## config.mk

```make
export PLATFORM = sky130hd
export DESIGN_NAME = clock_source_and_module_gating
export DESIGN_NICKNAME = d
export VERILOG_FILES = /design/src/pkg/clk_ctrl_pkg.sv /design/src/hdl/sync2.sv /design/src/hdl/clock_source_and_module_gating.sv
export SDC_FILE = /design/constraint.sdc
export NUM_CORES = 1
export LEC_CHECK = 0
export BUFFER_PORTS_ARGS = -buffer_cell sky130_fd_sc_hd__clkbuf_2
export CORE_ASPECT_RATIO = 0.75
export CORE_MARGIN = 3
export CORE_UTILIZATION = 39
export DETAILED_ROUTE_END_ITERATION = 8
export PLACE_DENSITY = 0.75
export REMOVE_ABC_BUFFERS = 1
export SLEW_MARGIN = 20
export SYNTH_ARGS = -nofsm -noshare
export SYNTH_HDL_FRONTEND = slang
export SYNTH_HIERARCHICAL = 1
export SYNTH_SLANG_ARGS = --single-unit
```

## constraint.sdc

```tcl
create_clock -name mclk -period 1.48 [get_ports mclk]
set_clock_uncertainty 0.1 [all_clocks]
set_input_delay 0.148 -clock mclk [delete_from_list [all_inputs] [get_ports mclk]]
set_output_delay 0.148 -clock mclk [all_outputs]
set_load 0.03 [all_outputs]
```

## src/pkg/clk_ctrl_pkg.sv

```systemverilog
// Constants for the clock source guard and module disable register block
// Overview of operation
// Writes of code 100 to the new clock source field are rejected.
// Fast RC failure forces current clock source to code 100.
// First disable register bit 1 turns the CAN unit off.
// First disable register bit 0 turns the converter unit off.
// Second register bits 11..8 turn capture units 4..1 off.
// Second register bits 3..0 turn compare units 4..1 off.
// Unimplemented disable bit positions always read as zero.
// Every implemented disable bit clears to zero on reset.
package clk_ctrl_pkg;
   localparam int          ADDR_W             = 8;
   localparam logic [7:0]  OSC_CTRL_OFS       = 8'h00;
   localparam logic [7:0]  MOD_OFF_FIRST_OFS  = 8'h04;
   localparam logic [7:0]  MOD_OFF_SECOND_OFS = 8'h08;
   localparam logic [7:0]  IRQ_STATUS_OFS     = 8'h0c;
   localparam logic [7:0]  IRQ_MASK_OFS       = 8'h10;
   localparam int          CUR_SRC_LSB        = 12;
   localparam int          NEW_SRC_LSB        = 8;
   localparam logic [2:0]  SRC_BACKUP_FRC     = 3'h4;
   localparam logic [2:0]  SRC_RESET          = 3'h0;
   localparam int          CAN_OFF_BIT        = 1;
   localparam int          CONV_OFF_BIT       = 0;
   localparam int          CAPTURE_LSB        = 8;
   localparam int          COMPARE_LSB        = 0;
   localparam int          UNITS              = 4;
   localparam logic [15:0] FIRST_MASK         = 16'h0003;
   localparam logic [15:0] SECOND_MASK        = 16'h0f0f;
   localparam logic [15:0] DISABLE_RESET      = 16'h0000;
   localparam int          IRQ_FAIL_BIT       = 0;
   localparam int          IRQ_REJECT_BIT     = 1;
   localparam int          IRQ_W              = 2;
endpackage : clk_ctrl_pkg

```

## src/hdl/sync2.sv

```systemverilog
// Two flip-flop synchroniser for a level from another domain
`timescale 1ns/10ps
module sync2 (
   // Clock and reset
   input  wire logic mclk,
   input  wire logic rst,
   // Level in and out
   input  wire logic d,
   output logic      q
);
   logic meta_reg;
   always_ff @(posedge mclk) begin
      if (rst) begin
         meta_reg <= 1'b0;
         q        <= 1'b0;
      end else begin
         meta_reg <= d;
         q        <= meta_reg;
      end
   end
endmodule : sync2

```

## src/hdl/clock_source_and_module_gating.sv

```systemverilog
// Wishbone register block: clock source guard and module disables
//
// Design decisions made here: the register offsets and the Wishbone register port.
`timescale 1ns/10ps
module clock_source_and_module_gating (
   // Clock and reset
   input  wire logic                       mclk,
   input  wire logic                       rst,
   // Wishbone slave
   input  wire logic                       wb_cyc_i,
   input  wire logic                       wb_stb_i,
   input  wire logic                       wb_we_i,
   input  wire logic [clk_ctrl_pkg::ADDR_W-1:0] wb_adr_i,
   input  wire logic [3:0]                 wb_sel_i,
   input  wire logic [31:0]                wb_dat_i,
   output logic [31:0]                     wb_dat_o,
   output logic                            wb_ack_o,
   // Oscillator monitor, asynchronous
   input  wire logic                       fast_rc_fail,
   // Module disable outputs
   output logic                            can_unit_off,
   output logic                            converter_unit_off,
   output logic [clk_ctrl_pkg::UNITS-1:0]  capture_units_off,
   output logic [clk_ctrl_pkg::UNITS-1:0]  compare_units_off,
   // Clock source state
   output logic [2:0]                      new_clock_source_select,
   output logic [2:0]                      current_clock_source,
   // Interrupt
   output logic                            irq
);
   import clk_ctrl_pkg::*;

   logic [2:0]       new_src_reg;
   logic [2:0]       cur_src_reg;
   logic [15:0]      first_reg;
   logic [15:0]      second_reg;
   logic [IRQ_W-1:0] status_reg;
   logic [IRQ_W-1:0] status_next;
   logic [IRQ_W-1:0] mask_reg;
   logic             ack_reg;
   logic [31:0]      rdata_reg;
   logic             fail_s;
   logic             fail_d_reg;

   sync2 u_fail_sync (
      .mclk (mclk),
      .rst  (rst),
      .d    (fast_rc_fail),
      .q    (fail_s)
   );

   // Single-cycle answer; ack low for a cycle after each access
   wire        req       = wb_cyc_i & wb_stb_i & ~ack_reg;
   wire        wr        = req & wb_we_i;
   wire        rd        = req & ~wb_we_i;
   wire        lo_en     = wr & wb_sel_i[0];
   wire        hi_en     = wr & wb_sel_i[1];
   wire        sel_osc   = (wb_adr_i == OSC_CTRL_OFS);
   wire        sel_first = (wb_adr_i == MOD_OFF_FIRST_OFS);
   wire        sel_sec   = (wb_adr_i == MOD_OFF_SECOND_OFS);
   wire        sel_stat  = (wb_adr_i == IRQ_STATUS_OFS);
   wire        sel_mask  = (wb_adr_i == IRQ_MASK_OFS);
   wire [2:0]  wr_src    = wb_dat_i[NEW_SRC_LSB+2:NEW_SRC_LSB];
   wire        fail_rise = fail_s & ~fail_d_reg;
   // reject backup code
   wire        src_bad   = hi_en & sel_osc & (wr_src == SRC_BACKUP_FRC);
   wire        src_ok    = hi_en & sel_osc & (wr_src != SRC_BACKUP_FRC);
   wire [15:0] osc_view  = {1'b0, cur_src_reg, 1'b0, new_src_reg, 8'h00};
   wire [15:0] rd_mux    = sel_osc   ? osc_view :
                           sel_first ? first_reg :
                           sel_sec   ? second_reg :
                           sel_stat  ? {14'h0000, status_reg} :
                           sel_mask  ? {14'h0000, mask_reg} : 16'h0000;

   // Set wins over the read-clear
   always_comb begin
      status_next = status_reg;
      if (rd & sel_stat) begin
         status_next = '0;
      end
      if (fail_rise) begin
         status_next[IRQ_FAIL_BIT] = 1'b1;
      end
      if (src_bad) begin
         status_next[IRQ_REJECT_BIT] = 1'b1;
      end
   end

   always_ff @(posedge mclk) begin
      if (rst) begin
         ack_reg    <= 1'b0;
         rdata_reg  <= 32'h0000_0000;
         fail_d_reg <= 1'b0;
         status_reg <= '0;
         mask_reg   <= '0;
      end else begin
         ack_reg    <= req;
         fail_d_reg <= fail_s;
         status_reg <= status_next;
         if (rd) begin
            rdata_reg <= {16'h0000, rd_mux};
         end
         if (lo_en & sel_mask) begin
            mask_reg <= wb_dat_i[IRQ_W-1:0];
         end
      end
   end

   always_ff @(posedge mclk) begin
      if (rst) begin
         new_src_reg <= SRC_RESET;
         cur_src_reg <= SRC_RESET;
      end else begin
         // keep prior request
         if (src_ok) begin
            new_src_reg <= wr_src;
         end
         // force backup source
         if (fail_s) begin
            cur_src_reg <= SRC_BACKUP_FRC;
         end else if (src_ok) begin
            cur_src_reg <= wr_src;
         end
      end
   end

   // clear on reset
   always_ff @(posedge mclk) begin
      if (rst) begin
         first_reg  <= DISABLE_RESET;
         second_reg <= DISABLE_RESET;
      end else begin
         // unimplemented bits masked
         if (lo_en & sel_first) begin
            first_reg[7:0] <= wb_dat_i[7:0] & FIRST_MASK[7:0];
         end
         if (hi_en & sel_first) begin
            first_reg[15:8] <= wb_dat_i[15:8] & FIRST_MASK[15:8];
         end
         if (lo_en & sel_sec) begin
            second_reg[7:0] <= wb_dat_i[7:0] & SECOND_MASK[7:0];
         end
         if (hi_en & sel_sec) begin
            second_reg[15:8] <= wb_dat_i[15:8] & SECOND_MASK[15:8];
         end
      end
   end

   // CAN disable
   assign can_unit_off       = first_reg[CAN_OFF_BIT];
   // converter disable
   assign converter_unit_off = first_reg[CONV_OFF_BIT];
   // capture disables
   assign capture_units_off  = second_reg[CAPTURE_LSB+UNITS-1:CAPTURE_LSB];
   // compare disables
   assign compare_units_off  = second_reg[COMPARE_LSB+UNITS-1:COMPARE_LSB];

   assign new_clock_source_select = new_src_reg;
   assign current_clock_source    = cur_src_reg;
   assign wb_ack_o = ack_reg;
   assign wb_dat_o = rdata_reg;
   assign irq      = |(status_reg & mask_reg);
endmodule : clock_source_and_module_gating

```

==> results.sh <==
export IMPL_status="finished, final reports clean"
export IMPL_setup_viol=0
export IMPL_syn_cell_area_um2=1740
export IMPL_gp_congestion=0.807
export IMPL_rrSetupSlack_ns=0.02
export IMPL_p_seq_frac=0.510
export IMPL_num_antenna_cells=0
export IMPL_antenna_found_initial=0
export IMPL_grt_max_degree=21
export IMPL_fin_util=0.541
export IMPL_critPathLaunch="wb_ack_o"
export IMPL_path_class="reg2reg"
export IMPL_switchingPower_uw=512
export IMPL_max_freq_ghz=0.685
export IMPL_die_h_um=63.8
export IMPL_cts_tree="done"
export IMPL_hold_viol=0
export IMPL_irDropWorstVdd_mv=0.478
export IMPL_wl_um=4250
export IMPL_die_x_um=83.0
export IMPL_yosysUniqueCellTypes=42
export IMPL_yosysSeqAreaShare=0.404
export IMPL_crit_end="new_clock_source_select[2]"
export IMPL_vias_per_cell=4.92
export IMPL_core_area_um2=4150
export IMPL_area_growth_pct=29.4
export IMPL_cp_max_fo=6
export IMPL_grt_overflow=0
export IMPL_drtAntennaViolNets=0
export IMPL_syn_instance_count=194
export IMPL_relSlewSlack=0.597
export IMPL_drtIter0Drc=112
export IMPL_root_buffer="clkbuf_8"
export IMPL_syn_area_per_cell_um2=8.95
export IMPL_cp_data_arrival_time_ns=1.58
export IMPL_internal_power_mw=1.36
export IMPL_cts_buffers=5
export IMPL_power_leakage_nw=1.04
export IMPL_regArea_um2=701
export IMPL_endpoint_kind="register"
export IMPL_die_area_um2=5290
export IMPL_start_util=0.418
export IMPL_startpoint_type="register"
export IMPL_cts_setup_buffers=0
export IMPL_cts_sinks=35
export IMPL_cpPeakStageDelay_ns=0.33
export IMPL_port_buffers=52
export IMPL_cts_buffer_depth=2
export IMPL_nFillCells=407
export IMPL_htree_levels=2
export IMPL_power_share_combinational=0.136
export IMPL_min_path_type="in2reg"
export IMPL_min_period_over_period=0.986
export IMPL_cp_slowest_cell="and4b_2"
export IMPL_tightest_slew_ns=0.603
export IMPL_r2r_cells=4
export IMPL_yosys_warnings=6
export IMPL_synthFlopType="dfxtp_1"
export IMPL_fin_worst_hold_slack_ns=0.00681
export IMPL_fin_nets=318
export IMPL_post_route_cells_drive_above_1_share=0.353
export IMPL_hpwl_um=3320
export IMPL_multi_input_area_um2=928
export IMPL_largest_reg_flops=11
export IMPL_grt_pass1_wl_um=6710
export IMPL_rr_endpoint="new_clock_source_select[2]"
export IMPL_critical_path_required_ns=1.60
export IMPL_clkLatencyLatePin_ns=0.28
export IMPL_rsz0062_at_grt="true"
export IMPL_synth_edf_count=0
export IMPL_async_flop_share=0
export IMPL_rr_startpoint="wb_ack_o"
export IMPL_wl_per_cell_um=13.1
export IMPL_drc=0
export IMPL_drv_cap=0
export IMPL_clock_power_share=0.354
export IMPL_ioPinCount=100
export IMPL_min_period_ns=1.46
export IMPL_report_final_slew_viol_count=0
export IMPL_routed_via_count=1593
export IMPL_grt_pass1_vias=1416
export IMPL_worstPathCellList="and4b_2, nand4_4, a21oi_2, mux2i_1"
export IMPL_clkTransAtPathRegs_ns=0.07
export IMPL_grt_usage=0.154
export IMPL_detail_route_first_pass_iterations=4
export IMPL_placementRows=20
export IMPL_synth_seq_cells=35
export IMPL_p_sw_frac=0.274
export IMPL_p_per_area_nw_per_um2=833
## cells by family (layout without fill, tap and decap cells)
logic type | count (synthesis) | in the layout | share of synthesized area
muxes | 11 | 11 | 0.0634
and+or+nand+nor | 81 | 81 | 0.269
other | 1 | 21 | 0.00216
AOI/OAI and AO/OA | 32 | 32 | 0.135
buffers and inverters | 34 | 89 | 0.127
DFF | 35 | 35 | 0.404
## layout by cell type, fill, tap and decap left out, drive strengths merged
| cell | Yosys | layout |
|---|---|---|
| nand4 | 3 | 3 |
| clkinv | 0 | 1 |
| or3b | 1 | 1 |
| nand4bb | 1 | 1 |
| nor2b | 3 | 3 |
| nor4b | 1 | 1 |
| a22oi | 6 | 6 |
| a21o | 3 | 3 |
| o22ai | 2 | 2 |
| inv | 5 | 5 |
| or3 | 1 | 1 |
| o311a | 1 | 1 |
| o41ai | 2 | 2 |
| o2111a | 2 | 2 |
| nor4 | 5 | 5 |
| and4 | 2 | 2 |
| dfxtp | 35 | 35 |
| and3 | 2 | 2 |
| nor2 | 10 | 10 |
| a21boi | 2 | 2 |
| a21oi | 8 | 8 |
| nor3 | 6 | 6 |
| and4b | 1 | 1 |
| nand3 | 8 | 8 |
| or2 | 1 | 1 |
| nand2 | 33 | 33 |
| dlygate4sd3 | 0 | 3 |
| nor4bb | 1 | 1 |
| buf | 25 | 21 |
| o21ai | 2 | 2 |
| conb | 1 | 21 |
| clkbuf | 4 | 59 |
| o32ai | 2 | 2 |
| a22o | 2 | 2 |
| or4 | 2 | 2 |
| mux2i | 11 | 11 |
## worst min path at each step
stage / startpoint / endpoint / slack, ns / cells after the start
5_1_grt: wb_dat_i[11] / second_reg[11] / 0.004 / 3
3_5_place_dp: fast_rc_fail / u_fail_sync/meta_reg / 0.28 / 2
2_1_floorplan: rst / first_reg[0] / 0.12 / 1
4_1_cts: wb_stb_i / wb_ack_o / 0.0008 / 3
6_report: wb_stb_i / wb_ack_o / 0.007 / 3
3_3_place_gp: fast_rc_fail / u_fail_sync/meta_reg / 0.26 / 2
## through the flow
step	cell area, um2	total power [mW]	instances	setup WS (ns)	setup TNS, ns
after global placement	2100	1.21	313	-0.157	-1.65
after global routing	2250	1.95	324	-0.0450	-0.210
after detailed placement	2100	1.21	313	-0.183	-1.99
final	2250	1.87	324	0.0201	0
after CTS	2210	1.87	324	0.00803	0
after floorplan	1610	1.10	185	-0.345	-2.80
## synthesized netlist by cell type (2+ instances only)
master / instances / area share
nor2b_1: 3 / 0.011
and3_1: 2 / 0.0072
a21oi_1: 7 / 0.020
nor2_1: 10 / 0.022
a22oi_1: 6 / 0.026
buf_2: 2 / 0.0058
a21o_1: 3 / 0.013
buf_4: 22 / 0.095
o21ai_0: 2 / 0.0058
nand4_1: 2 / 0.0072
mux2i_1: 11 / 0.063
nor3_1: 5 / 0.014
a21boi_1: 2 / 0.0086
and4_1: 2 / 0.010
o22ai_1: 2 / 0.0072
clkbuf_1: 4 / 0.0086
nand2_1: 33 / 0.071
o41ai_1: 2 / 0.010
inv_1: 5 / 0.011
nor4_2: 4 / 0.029
o32ai_1: 2 / 0.010
nand3_1: 7 / 0.020
o2111a_1: 2 / 0.013
a22o_1: 2 / 0.010
dfxtp_1: 35 / 0.40
## critical path, delay by kind of cell (launching register included)
kind	cells	cell delay, ns
AO/OA/AOI/OAI	1	0.31
flip-flops	1	0.32
AND/OR/NAND/NOR	2	0.46
multiplexers	1	0.21
## routing by layer
layer | track usage | routed length (um) | vias to the layer above | share of wire
met4 | 0.0367 | 18 | 0 | 0.0042
li1 | - | - | 798 | -
met2 | 0.228 | 1810 | 52 | 0.43
met5 | 0 | 0 | - | 0
met3 | 0.0528 | 316 | 2 | 0.074
met1 | 0.214 | 2110 | 741 | 0.50
## final cells by class
class / count / share of cell area
Multi-Input combinational cell: 145 / 0.413
Sequential cell: 35 / 0.312
Timing Repair Buffer: 76 / 0.199
Clock buffer: 7 / 0.0340
Tap cell: 55 / 0.0306
Inverter: 5 / 0.00836
Clock inverter: 1 / 0.00223
## power groups by stage
stage | Combinational, mW | Sequential, mW | Clock, mW
3_5_place_dp | 0.238 | 0.975 | 0
2_1_floorplan | 0.123 | 0.980 | 0
6_report | 0.254 | 0.954 | 0.661
3_3_place_gp | 0.236 | 0.975 | 0
5_1_grt | 0.273 | 0.954 | 0.725
4_1_cts | 0.245 | 0.954 | 0.675
## timing repair
action | 4_1_cts | 5_1_grt
gates resized for setup | 0 | 10
endpoints found under the hold margin | 3 | 0
endpoints found under the setup margin | 0 | 16
hold buffers | 3 | 0
No activity file was read; power rests on OpenSTA's default activity.
